--- src/hw/switch_node_pkg.sv ---
// Constants of the switch node configuration bank and routing lookup.
// Assumes the PLL clock is the module clock; register numbers are word indices.
package switch_node_pkg;

    // ----------------------------------------------------------------
    // Register numbers
    // ----------------------------------------------------------------
    localparam logic [7:0] REG_DEVICE_ID   = 8'h00;
    localparam logic [7:0] REG_SWITCH_DESC = 8'h01;
    localparam logic [7:0] REG_SECURITY    = 8'h04;
    localparam logic [7:0] REG_NODE_ID     = 8'h05;
    localparam logic [7:0] REG_PLL         = 8'h06;
    localparam logic [7:0] REG_SWITCH_DIV  = 8'h07;
    localparam logic [7:0] REG_REF_DIV     = 8'h08;
    localparam logic [7:0] REG_DIR_LOW     = 8'h0C;
    localparam logic [7:0] REG_DIR_HIGH    = 8'h0D;
    localparam logic [7:0] REG_LINK_FIRST  = 8'h20;
    localparam logic [7:0] REG_LINK_LAST   = 8'h27;

    // ----------------------------------------------------------------
    // Field positions and write masks
    // ----------------------------------------------------------------
    localparam int         SEC_WRITE_LOCK_BIT = 31;
    localparam int         SEC_PLL_LOCK_BIT   = 8;
    localparam int         SEC_HEADER_BIT     = 0;
    localparam logic [31:0] SEC_WMASK         = 32'h8000_0101;
    localparam logic [31:0] PLL_WMASK         = 32'h039F_FF7F;
    localparam int         ID_CHIP_LSB        = 24;
    localparam int         ID_PINS_LSB        = 16;
    localparam int         ID_REV_LSB         = 8;
    localparam int         DESC_LINKS_LSB     = 16;
    localparam int         DESC_CORES_LSB     = 8;
    localparam int         LINK_DIR_LSB       = 8;
    localparam int         DIR_W              = 4;
    localparam int         NUM_LINKS          = 8;

    // ----------------------------------------------------------------
    // Identity and description (identity values are arbitrary)
    // ----------------------------------------------------------------
    localparam logic [7:0] CHIP_ID          = 8'h5A;
    localparam logic [7:0] SWITCH_REVISION  = 8'h01;
    localparam logic [7:0] SWITCH_VERSION   = 8'h02;
    localparam logic [7:0] NUM_SWITCH_LINKS = 8'h08;
    localparam logic [7:0] NUM_CORES        = 8'h01;
    localparam logic [7:0] LINKS_PER_CORE   = 8'h04;

    // ----------------------------------------------------------------
    // Reset values and counts
    // ----------------------------------------------------------------
    localparam logic [15:0] SWITCH_DIV_RST = 16'h0000;
    localparam logic [15:0] REF_DIV_RST    = 16'h0003;
    localparam int          REF_TARGET_MHZ = 100;
    localparam logic [1:0]  BOOT_CAPTURE_CYCLES = 2'h2;
    // PLL value loaded at boot, indexed by {pin_b, pin_a}
    localparam logic [3:0][31:0] PLL_PRESET = {32'h0181_3F01, 32'h0101_2F01,
                                               32'h0080_1F00, 32'h0000_0F00};

endpackage

--- src/hw/div_if.sv ---
// Carrier between the configuration bank and one clock-tick divider.
// Assumes both ends sit on the same clock.
`timescale 1ns/1ps
`default_nettype none
interface div_if;
    logic [15:0] div;
    logic        tick;
    modport ctrl (output div, input tick);
    modport core (input div, output tick);
endinterface
`default_nettype wire

--- src/hw/clock_tick_divider.sv ---
// Divides the module clock by div+1 and emits a one-cycle tick.
// Assumes the module clock stands in for the PLL clock.
`timescale 1ns/1ps
`default_nettype none
module clock_tick_divider
(
    // Clock, reset, enable
    input  wire logic clk_sys_i,
    input  wire logic resetn_i,
    input  wire logic ce_i,
    // Divider value in, tick out
    div_if.core       port
);
    typedef struct packed
    {
        logic [15:0] cnt;
        logic        tick;
    } div_state_t;

    div_state_t q;
    div_state_t d;

    always_comb
    begin
        d      = q;
        d.tick = 1'b0;
        // Compare with >= so a smaller value written mid-count takes at once
        if (q.cnt >= port.div)
        begin
            d.cnt  = 16'h0000;
            d.tick = 1'b1;
        end
        else
        begin
            d.cnt = q.cnt + 16'h0001;
        end
    end

    always_ff @(posedge clk_sys_i or negedge resetn_i)
    begin
        if (!resetn_i)
            q <= '0;
        else if (ce_i)
            q <= d;
    end

    assign port.tick = q.tick;
endmodule
`default_nettype wire

--- src/hw/switch_node_config_routing.sv ---
// Configuration register bank and routing lookup of a switch node.
// Assumes config requests and packet lookups come from logic on clk_sys_i;
// the boot-select pins are asynchronous and are synchronised here.
//
// Notes on behaviour
// - Registers are reached only by config read/write requests to this node.
// - Identity: chip id 31:24, zero 23:18, boot pins 17:16, revision 15:8, version 7:0.
// - Description: switch links 23:16, attached cores 15:8, links per core 7:0.
// - Security bit 31 set blocks every write to this bank; resets to zero.
// - Security bit 8 set blocks updates of the PLL register; resets to zero.
// - Security bit 0 selects one-byte headers; all nodes must agree.
// - Node identifier is 16 bits, resets zero, compared from its top bit.
// - A write to the PLL register that neither lock bit blocks resets the processor tile.
// - PLL register: output divider 25:23, multiplier 20:8, input divider 6:0.
// - Switch clock is PLL clock divided by divider value plus one.
// - Reference clock is PLL clock divided by ref value plus one; reset 3.
// - Foreign packets go in the direction of the top mismatching bit.
// - Low table: bit n direction in fields 4n+3..4n for bits 0..7.
// - High table: bit 8 in 3:0 up to bit 15 in 31:28.
// - Each link holds a 4-bit direction at 11:8; packets go on matching links.
`timescale 1ns/1ps
`default_nettype none
module switch_node_config_routing
(
    // Clock, reset, enable
    input  wire logic        clk_sys_i,
    input  wire logic        resetn_i,
    input  wire logic        ce_i,
    // Boot-select pins (asynchronous)
    input  wire logic        boot_select_pin_a_i,
    input  wire logic        boot_select_pin_b_i,
    // Configuration requests
    input  wire logic        cfg_req_i,
    input  wire logic        cfg_write_i,
    input  wire logic [7:0]  cfg_addr_i,
    input  wire logic [31:0] cfg_wdata_i,
    output logic             cfg_ack_o,
    output logic [31:0]      cfg_rdata_o,
    // Packet routing lookup
    input  wire logic        pkt_valid_i,
    input  wire logic [15:0] pkt_dest_i,
    output logic             route_valid_o,
    output logic             route_local_o,
    output logic [3:0]       route_dir_o,
    output logic [7:0]       route_links_o,
    // Node controls
    output logic             header_one_byte_o,
    output logic [31:0]      pll_settings_o,
    output logic             tile_reset_o,
    output logic             switch_clk_en_o,
    output logic             ref_clk_en_o
);

    typedef struct packed
    {
        logic [1:0]       pin_a_sync;
        logic [1:0]       pin_b_sync;
        logic [1:0]       cap_cnt;
        logic             captured;
        logic [1:0]       boot_pins;
        logic [31:0]      security;
        logic [15:0]      node_id;
        logic [31:0]      pll;
        logic [15:0]      sw_div;
        logic [15:0]      ref_div;
        logic [31:0]      dir_low;
        logic [31:0]      dir_high;
        logic [7:0][3:0]  link_dir;
        logic [31:0]      rdata;
        logic             ack;
        logic             tile_reset;
        logic             route_valid;
        logic             route_local;
        logic [3:0]       route_dir;
        logic [7:0]       route_links;
    } node_state_t;

    localparam node_state_t RESET_STATE = '{ref_div: switch_node_pkg::REF_DIV_RST,
                                            sw_div:  switch_node_pkg::SWITCH_DIV_RST,
                                            default: '0};

    node_state_t q;
    node_state_t d;

    // ----------------------------------------------------------------
    // Helpers
    // ----------------------------------------------------------------
    function automatic logic [3:0] msb_index(input logic [15:0] v);
        logic [3:0] idx;
        idx = 4'h0;
        for (int i = 0; i < 16; i++)
        begin
            if (v[i])
                idx = 4'(i);
        end
        return idx;
    endfunction

    function automatic logic [3:0] dir_field(input logic [31:0] tbl, input logic [2:0] sel);
        return tbl[{sel, 2'b00} +: switch_node_pkg::DIR_W];
    endfunction

    function automatic logic is_link_reg(input logic [7:0] a);
        return (a >= switch_node_pkg::REG_LINK_FIRST) && (a <= switch_node_pkg::REG_LINK_LAST);
    endfunction

    // ----------------------------------------------------------------
    // Next state
    // ----------------------------------------------------------------
    logic [15:0] mismatch;
    logic [3:0]  top_bit;
    logic [3:0]  dir_sel;
    logic [2:0]  link_sel;
    logic        wr_allowed;

    always_comb
    begin
        d          = q;
        d.ack      = 1'b0;
        d.tile_reset = 1'b0;
        d.route_valid = 1'b0;
        link_sel   = cfg_addr_i[2:0];
        wr_allowed = cfg_req_i && cfg_write_i && !q.security[switch_node_pkg::SEC_WRITE_LOCK_BIT];

        // Boot pins: second flop only, caught once after release
        d.pin_a_sync = {q.pin_a_sync[0], boot_select_pin_a_i};
        d.pin_b_sync = {q.pin_b_sync[0], boot_select_pin_b_i};
        if (!q.captured)
        begin
            if (q.cap_cnt == switch_node_pkg::BOOT_CAPTURE_CYCLES)
            begin
                d.captured  = 1'b1;
                d.boot_pins = {q.pin_b_sync[1], q.pin_a_sync[1]};
                d.pll       = switch_node_pkg::PLL_PRESET[{q.pin_b_sync[1], q.pin_a_sync[1]}];
            end
            else
            begin
                d.cap_cnt = q.cap_cnt + 2'h1;
            end
        end

        // Config requests answered one cycle later
        if (cfg_req_i)
        begin
            d.ack   = 1'b1;
            d.rdata = 32'h0000_0000;
            if (!cfg_write_i)
            begin
                unique case (1'b1)
                    cfg_addr_i == switch_node_pkg::REG_DEVICE_ID:
                        d.rdata = {switch_node_pkg::CHIP_ID, 6'h00, q.boot_pins,
                                   switch_node_pkg::SWITCH_REVISION,
                                   switch_node_pkg::SWITCH_VERSION};
                    cfg_addr_i == switch_node_pkg::REG_SWITCH_DESC:
                        d.rdata = {8'h00, switch_node_pkg::NUM_SWITCH_LINKS,
                                   switch_node_pkg::NUM_CORES,
                                   switch_node_pkg::LINKS_PER_CORE};
                    cfg_addr_i == switch_node_pkg::REG_SECURITY:
                        d.rdata = q.security;
                    cfg_addr_i == switch_node_pkg::REG_NODE_ID:
                        d.rdata = {16'h0000, q.node_id};
                    cfg_addr_i == switch_node_pkg::REG_PLL:
                        d.rdata = q.pll;
                    cfg_addr_i == switch_node_pkg::REG_SWITCH_DIV:
                        d.rdata = {16'h0000, q.sw_div};
                    cfg_addr_i == switch_node_pkg::REG_REF_DIV:
                        d.rdata = {16'h0000, q.ref_div};
                    cfg_addr_i == switch_node_pkg::REG_DIR_LOW:
                        d.rdata = q.dir_low;
                    cfg_addr_i == switch_node_pkg::REG_DIR_HIGH:
                        d.rdata = q.dir_high;
                    is_link_reg(cfg_addr_i):
                        d.rdata = {20'h00000, q.link_dir[link_sel], 8'h00};
                    default:
                        d.rdata = 32'h0000_0000;
                endcase
            end
        end

        // Writes; locked bank drops them silently
        if (wr_allowed)
        begin
            unique case (1'b1)
                cfg_addr_i == switch_node_pkg::REG_SECURITY:
                    d.security = cfg_wdata_i & switch_node_pkg::SEC_WMASK;
                cfg_addr_i == switch_node_pkg::REG_NODE_ID:
                    d.node_id = cfg_wdata_i[15:0];
                cfg_addr_i == switch_node_pkg::REG_PLL:
                begin
                    if (!q.security[switch_node_pkg::SEC_PLL_LOCK_BIT])
                    begin
                        d.pll        = cfg_wdata_i & switch_node_pkg::PLL_WMASK;
                        d.tile_reset = 1'b1;
                    end
                end
                cfg_addr_i == switch_node_pkg::REG_SWITCH_DIV:
                    d.sw_div = cfg_wdata_i[15:0];
                cfg_addr_i == switch_node_pkg::REG_REF_DIV:
                    d.ref_div = cfg_wdata_i[15:0];
                cfg_addr_i == switch_node_pkg::REG_DIR_LOW:
                    d.dir_low = cfg_wdata_i;
                cfg_addr_i == switch_node_pkg::REG_DIR_HIGH:
                    d.dir_high = cfg_wdata_i;
                is_link_reg(cfg_addr_i):
                    d.link_dir[link_sel] = cfg_wdata_i[switch_node_pkg::LINK_DIR_LSB +: 4];
                default:
                    d.security = q.security;
            endcase
        end

        // Routing lookup, result one cycle later
        mismatch = pkt_dest_i ^ q.node_id;
        top_bit  = msb_index(mismatch);
        dir_sel  = top_bit[3] ? dir_field(q.dir_high, top_bit[2:0])
                              : dir_field(q.dir_low, top_bit[2:0]);
        if (pkt_valid_i)
        begin
            d.route_valid = 1'b1;
            d.route_local = (mismatch == 16'h0000);
            d.route_dir   = (mismatch == 16'h0000) ? 4'h0 : dir_sel;
            for (int l = 0; l < switch_node_pkg::NUM_LINKS; l++)
            begin
                d.route_links[l] = (mismatch != 16'h0000) && (q.link_dir[l] == dir_sel);
            end
        end
    end

    always_ff @(posedge clk_sys_i or negedge resetn_i)
    begin
        if (!resetn_i)
            q <= RESET_STATE;
        else if (ce_i)
            q <= d;
    end

    // ----------------------------------------------------------------
    // Clock tick dividers
    // ----------------------------------------------------------------
    div_if sw_div_if ();
    div_if ref_div_if ();

    assign sw_div_if.div  = q.sw_div;
    assign ref_div_if.div = q.ref_div;

    clock_tick_divider u_switch_div
    (
        .clk_sys_i (clk_sys_i),
        .resetn_i  (resetn_i),
        .ce_i      (ce_i),
        .port      (sw_div_if.core)
    );

    clock_tick_divider u_ref_div
    (
        .clk_sys_i (clk_sys_i),
        .resetn_i  (resetn_i),
        .ce_i      (ce_i),
        .port      (ref_div_if.core)
    );

    // ----------------------------------------------------------------
    // Outputs
    // ----------------------------------------------------------------
    assign cfg_ack_o         = q.ack;
    assign cfg_rdata_o       = q.rdata;
    assign route_valid_o     = q.route_valid;
    assign route_local_o     = q.route_local;
    assign route_dir_o       = q.route_dir;
    assign route_links_o     = q.route_links;
    assign header_one_byte_o = q.security[switch_node_pkg::SEC_HEADER_BIT];
    assign pll_settings_o    = q.pll;
    assign tile_reset_o      = q.tile_reset;
    assign switch_clk_en_o   = sw_div_if.tick;
    assign ref_clk_en_o      = ref_div_if.tick;
endmodule
`default_nettype wire

--- config.mk ---
export PLATFORM = sky130hd
export DESIGN_NAME = switch_node_config_routing
export DESIGN_NICKNAME = d
export VERILOG_FILES = /design/src/hw/switch_node_pkg.sv /design/src/hw/div_if.sv /design/src/hw/clock_tick_divider.sv /design/src/hw/switch_node_config_routing.sv
export SDC_FILE = /design/constraint.sdc
export NUM_CORES = 1
export LEC_CHECK = 0
export BUFFER_PORTS_ARGS = -buffer_cell sky130_fd_sc_hd__buf_2
export CAP_MARGIN = 20
export CORE_MARGIN = 2
export CORE_UTILIZATION = 30
export DETAILED_ROUTE_END_ITERATION = 10
export GPL_TIMING_DRIVEN = 0
export SETUP_SLACK_MARGIN = 0.2
export SLEW_MARGIN = 0
export SYNTH_ARGS = -nofsm -noshare
export SYNTH_HDL_FRONTEND = slang
export SYNTH_SLANG_ARGS = --single-unit
--- constraint.sdc ---
create_clock -name clk_sys_i -period 8.2 [get_ports clk_sys_i]
set_clock_uncertainty 0.05 [all_clocks]
set_input_delay 1.23 -clock clk_sys_i [delete_from_list [all_inputs] [get_ports clk_sys_i]]
set_output_delay 1.23 -clock clk_sys_i [all_outputs]
set_load 0.01 [all_outputs]
==> results of run 1 <==
## power by group through the flow
stage	logic, mW	registers (mW)	clock network [mW]
finish	0.418	1.49	1.34
global route	0.462	1.50	1.41
CTS	0.426	1.49	1.36
detailed placement	0.423	1.51	0
global placement	0.411	1.51	0
floorplan	0.256	1.48	0
## critical path: stages
cell	delay, ns
buf_2	0.10
xor2_1	0.28
a211oi_1	0.09
o311ai_1	0.87
buf_2	0.35
a22oi_1	0.12
a311o_1	0.29
a22o_1	0.22
a311oi_4	0.70
xor2_1	0.16
a32o_2	0.32
## worst paths after layout
path,to,start
min in group asynchronous,route_valid_o,resetn_i
max reg2reg,route_links_o[4],q[210]
max in group asynchronous,pll_settings_o[21],resetn_i
min reg2reg,route_dir_o[2],route_dir_o[2]
min,route_dir_o[2],route_dir_o[2]
max,route_links_o[4],pkt_dest_i[5]
## kinds of logic after synthesis
| logic type | Yosys count | synth area share [%] |
|---|---|---|
| AND/OR/NAND/NOR | 339 | 11.27 |
| AO/OA/AOI/OAI | 284 | 14.20 |
| flip-flops | 270 | 46.49 |
| buffers and inverters | 186 | 7.100 |
| multiplexers | 175 | 13.97 |
| XOR/XNOR | 63 | 3.950 |
| adder cells (fa/ha/maj) | 35 | 3.012 |
## layout make-up
type	instances	area, µm²
plain buffers	144	874.6
clock buffers	42	845.8
clock inverters	10	120.1
fillers	4685	30660
inverters	42	157.7
multi-input cells	896	6746
flip-flops and latches	270	6759
well taps	615	769.5
repair buffers	151	810.8
## through the flow
step / setup slack [ns] / util [%] / instances
after global placement: 0.8666 / 33.59 / 2113
after CTS: 3.920 / 35.78 / 2170
after floorplan: 4.335 / - / 1352
after detailed placement: 3.336 / 33.76 / 2118
after global routing: 3.673 / 35.78 / 2170
final: 3.835 / 35.78 / 2170
## routing by layer
metal | global-route usage (%) | wire length [µm] | vias up | part of all wire [%]
li1 | - | - | 5220 | -
met5 | 0 | 0 | - | 0
met4 | 8.215 | 2008 | 0 | 4.2
met1 | 24.87 | 20240 | 5778 | 42
met3 | 3.069 | 3347 | 100 | 7.0
met2 | 30.94 | 22470 | 472 | 47
## placed cells by master, fill, tap and decap left out, drive strengths merged, types with 11 or more instances in the layout
master / count
a32o: 11
nand2: 138
xnor2: 18
a21o: 30
a222oi: 24
mux2i: 24
xor2: 45
and3: 22
dfrtp: 268
buf: 249
clkbuf: 88
a21oi: 62
nor2: 61
nor3: 13
nand3: 39
mux2: 143
nand4: 19
o21ai: 63
a22oi: 18
inv: 43
ha: 35
==> results.sh, run 1 <==
export IMPL_cp_data_arrival_time_ns=4.76
export IMPL_drtPass1Iterations=10
export IMPL_grt_max_degree=102
export IMPL_synth_largest_area_cell="dfrtp_1"
export IMPL_rows=80
export IMPL_antennaDiodeCount=0
export IMPL_ys_seq_elements=270
export IMPL_crit_type="input port to flip-flop"
export IMPL_die_area_um2=50240
export IMPL_io_pins=147
export IMPL_nNetsFinal=1634
export IMPL_die_h_um=224.1
export IMPL_wl_um=48070
export IMPL_status="completed"
export IMPL_synthCells=1352
export IMPL_ys_seq_area_share_pct=46.49
export IMPL_ctsLongestPathBuffers=3
export IMPL_swShare_pct=27.02
export IMPL_min_period_ns=4.365
export IMPL_async_flop_share_pct=100.0
export IMPL_cp_max_fo=10
export IMPL_numPortBuffers=146
export IMPL_cts_made_buffers=30
export IMPL_gp_congestion=0.9036
export IMPL_rsz0062_at_grt="false"
export IMPL_grt_pass1_vias=11570
export IMPL_reg2reg_depth=10
export IMPL_fin_area_um2=17080
export IMPL_vias=11570
export IMPL_crit_path_start_kind="input port"
export IMPL_ctsHoldBuffers=0
export IMPL_first_iter_violations=1128
export IMPL_setup_viol=0
export IMPL_syn_area_um2=14540
export IMPL_ant_nets=0
export IMPL_fin_crit_sh_pct=53.23
export IMPL_yosysMostFrequentCell="dfrtp_1"
export IMPL_drv_cap=0
export IMPL_syn_nets=1451
export IMPL_antenna_found_initial=0
export IMPL_synthToLayoutAreaGrowth_pct=17.51
export IMPL_regToRegSetupSlack_ns=4.13
export IMPL_seq_power_share_pct=45.9
export IMPL_cts_repair_resized=0
export IMPL_htreeDepth=1
export IMPL_gr_total_overflow=0
export IMPL_internal_power_mw=2.372
export IMPL_combPwrFrac_pct=12.9
export IMPL_synth_area_top_cells="dfrtp_1 (46%), mux2_2 (11%), buf_4 (4.0%)"
export IMPL_coreArea_um2=47750
export IMPL_final_hold_violation_count=0
export IMPL_slew_limit_headroom_pct=32.08
export IMPL_cts_tree="done"
export IMPL_cts_sinks=270
export IMPL_yosys_area_top_type_share_pct=46.13
export IMPL_drive_above_1_share_pct=30.55
export IMPL_end_kind="flip-flop"
export IMPL_p_switching_mw=0.8782
export IMPL_initial_core_util_pct=30.45
export IMPL_hold_depth=2
export IMPL_syn_area_per_cell_um2=10.75
export IMPL_fin_setup_tns_ns=0
export IMPL_synth_ff_type="dfrtp_1"
export IMPL_clk_pin_slew_ns=0.06
export IMPL_cellLeakagePower_nw=8.410
export IMPL_grt_usage_pct=18.96
export IMPL_holdWs_ns=0.4269
export IMPL_root_buffer="clkbuf_16"
export IMPL_clkPwrFrac_pct=41.2
export IMPL_avgViaCountPerCell=5.332
export IMPL_hold_path_class="flip-flop to flip-flop"
export IMPL_cp_required_ns=8.60
export IMPL_tightest_slew_ns=1.003
export IMPL_peakVddDrop_uv=169.2
export IMPL_route_detailed_drc=0
export IMPL_die_w_um=224.1
export IMPL_cellPowerDensity_nw_per_um2=190.2
export IMPL_cts_setup_buffers=0
export IMPL_yosysWarnings=0
export IMPL_timing_fmax_ghz=0.2291
export IMPL_dp_hpwl_um=36650
export IMPL_synth_commonest_cells="dfrtp_1 (268), mux2_2 (143), nand2_1 (137), buf_4 (77)"
export IMPL_grt_pass1_wl_um=72210
export IMPL_synth_edf_count=0
export IMPL_final_max_slew_viol_count=0
export IMPL_place_area_um2=16120
export IMPL_synthDistinctLibCells=77
export IMPL_power_total_mw=3.250
export IMPL_wl_per_cell_um=22.15
export IMPL_insertion_delay_ns=0.58
(Power assumes the default switching activity.)
==> run 2: changes to the inputs <==
- clock period: 8.2 -> 3.52 ns (I/O delays scaled with it)
==> results.sh, run 2 (same netlist as run 1, synthesis figures left out) <==
export IMPL_status="completed"
export IMPL_coreArea_um2=47750
export IMPL_grt_usage_pct=19.27
export IMPL_crit_path_start_kind="flip-flop"
export IMPL_peakVddDrop_uv=411.7
export IMPL_grt_pass1_wl_um=73430
export IMPL_wl_per_cell_um=22.38
export IMPL_htreeDepth=1
export IMPL_cts_sinks=270
export IMPL_cts_made_buffers=30
export IMPL_fin_crit_sh_pct=95.92
export IMPL_drv_cap=0
export IMPL_end_kind="flip-flop"
export IMPL_cp_max_fo=10
export IMPL_timing_fmax_ghz=0.2962
export IMPL_cpMostUsedCell="buf_4"
export IMPL_avgViaCountPerCell=5.362
export IMPL_setup_viol=0
export IMPL_grt_max_degree=102
export IMPL_synthToLayoutAreaGrowth_pct=21.13
export IMPL_slew_limit_headroom_pct=32.98
export IMPL_die_w_um=224.1
export IMPL_drive_above_1_share_pct=33.61
export IMPL_gp_congestion=0.9036
export IMPL_first_iter_violations=1123
export IMPL_max_stage_delay_ns=0.60
export IMPL_tightest_slew_ns=0.9976
export IMPL_final_max_slew_viol_count=0
export IMPL_cellLeakagePower_nw=8.581
export IMPL_critPathTopFamily="simple AND/OR/NAND/NOR gates"
export IMPL_final_cell_mix="dfrtp_1 (262), buf_2 (150), mux2_2 (143)"
export IMPL_crit_type="flip-flop to flip-flop"
export IMPL_final_common_cell="dfrtp_1"
export IMPL_gr_total_overflow=0
export IMPL_worst_slack_ns=0.1436
export IMPL_cp_cell_sequence="xor2_1 > or4_4 > nor2_4 > buf_6 > o2111ai_1 > o221ai_1 > nor4_2 > buf_4 > buf_4 > or3b_2 > a22oi_2 > a32o_2"
export IMPL_io_pins=147
export IMPL_power_total_mw=7.641
export IMPL_rsz0062_at_grt="true"
export IMPL_die_h_um=224.1
export IMPL_reg2reg_depth=12
export IMPL_crit_buf_inv=3
export IMPL_die_area_um2=50240
export IMPL_grt_pass1_vias=11820
export IMPL_ctsLongestPathBuffers=3
export IMPL_hold_depth=3
export IMPL_nNetsFinal=1659
export IMPL_numPortBuffers=146
export IMPL_regToRegSetupSlack_ns=0.14
export IMPL_wl_um=49150
export IMPL_min_from="cfg_wdata_i[18]"
export IMPL_cts_tree="done"
export IMPL_cellPowerDensity_nw_per_um2=433.9
export IMPL_dp_slack_ns=-0.6424
export IMPL_rows=80
export IMPL_min_period_ns=3.376
export IMPL_insertion_delay_ns=0.58
export IMPL_holdPathEnd="pll_settings_o[18]"
export IMPL_hold_path_class="input port to flip-flop"
export IMPL_cp_required_ns=3.97
export IMPL_vias=11780
export IMPL_timing_rr_start="q[216]"
export IMPL_fin_setup_tns_ns=0
export IMPL_instances_no_fill=2196
export IMPL_root_buffer="clkbuf_16"
export IMPL_dp_hpwl_um=36650
export IMPL_final_hold_violation_count=0
export IMPL_initial_core_util_pct=30.45
export IMPL_drtPass1Iterations=9
export IMPL_antenna_found_initial=1
export IMPL_ant_nets=0
export IMPL_r2r_end="route_links_o[5]"
export IMPL_clk_pin_slew_ns=0.06
export IMPL_crit_slowest_cell="or4_4"
export IMPL_place_inst=2118
export IMPL_cp_data_arrival_time_ns=3.83
export IMPL_route_detailed_drc=0
## run 2: cell types whose count changed in the layout (fill, tap and decap cells not counted), moves of 5 or more
cell,delta
a22oi_2,+5
dfrtp_1,-6
dfrtp_2,+6
buf_4,+21
a22oi_1,-5
## run 2: report_power, final
part	total [mW]	switching, mW	internal [mW]
clock	3.14	1.32	1.81
sequential	3.48	0.200	3.28
combinational	1.03	0.567	0.459
total	7.64	2.09	5.55
## run 2: layout make-up
cell class | instances | area [µm²]
buffer | 144 | 893.4
fill | 4646 | 30140
antenna | 1 | 2.502
inverter | 42 | 157.7
clock buffer | 42 | 845.8
timing repair buffer | 176 | 1028
clock inverter | 10 | 120.1
tap | 615 | 769.5
sequential | 270 | 6766
multi-input combinational | 896 | 7025
## run 2: repair_timing
item                                    in CTS  in global routing
gates resized for setup                     35                 19
pin swaps                                   17                  9
setup buffers                               20                  3
endpoints found under the hold margin       14                  0
cloned                                       1                  0
endpoints found under the setup margin      25                 22
hold buffers                                 1                  0
## run 2: layer usage
layer / GRT usage (%) / wire length (µm) / vias up
met5: 0 / 0 / -
met4: 8.602 / 2187 / 0
met3: 3.371 / 3496 / 128
met2: 31.59 / 22950 / 510
met1: 24.90 / 20520 / 5874
li1: - / - / 5264
## run 2: worst register-to-register path, stage by stage (launching register included)
cell	delay, ns
dfrtp_2	0.48
xor2_1	0.23
or4_4	0.60
nor2_4	0.13
buf_6	0.19
o2111ai_1	0.15
o221ai_1	0.13
nor4_2	0.10
buf_4	0.16
buf_4	0.15
or3b_2	0.47
a22oi_2	0.27
a32o_2	0.21
## run 2: stage by stage
step	utilization [%]	hold slack [ns]	instance area, µm²
after floorplan	-	0.1824	14540
after global placement	33.59	0.4119	16040
after detailed placement	33.76	0.4180	16120
after CTS	36.56	0.1095	17460
after global routing	36.88	0.1445	17610
final	36.88	0.1411	17610
## run 2: worst max path at each step
stage,start,endpoint,slack [ns],depth (start not counted)
after global routing,q[217],route_links_o[6],0.11,12
after detailed placement,pkt_dest_i[5],route_links_o[4],-0.64,11
after global placement,resetn_i,cfg_rdata_o[12],-3.11,1
after floorplan,pkt_dest_i[6],route_links_o[7],0.36,10
after CTS,q[210],route_links_o[4],0.19,11
final,q[216],route_links_o[5],0.14,12
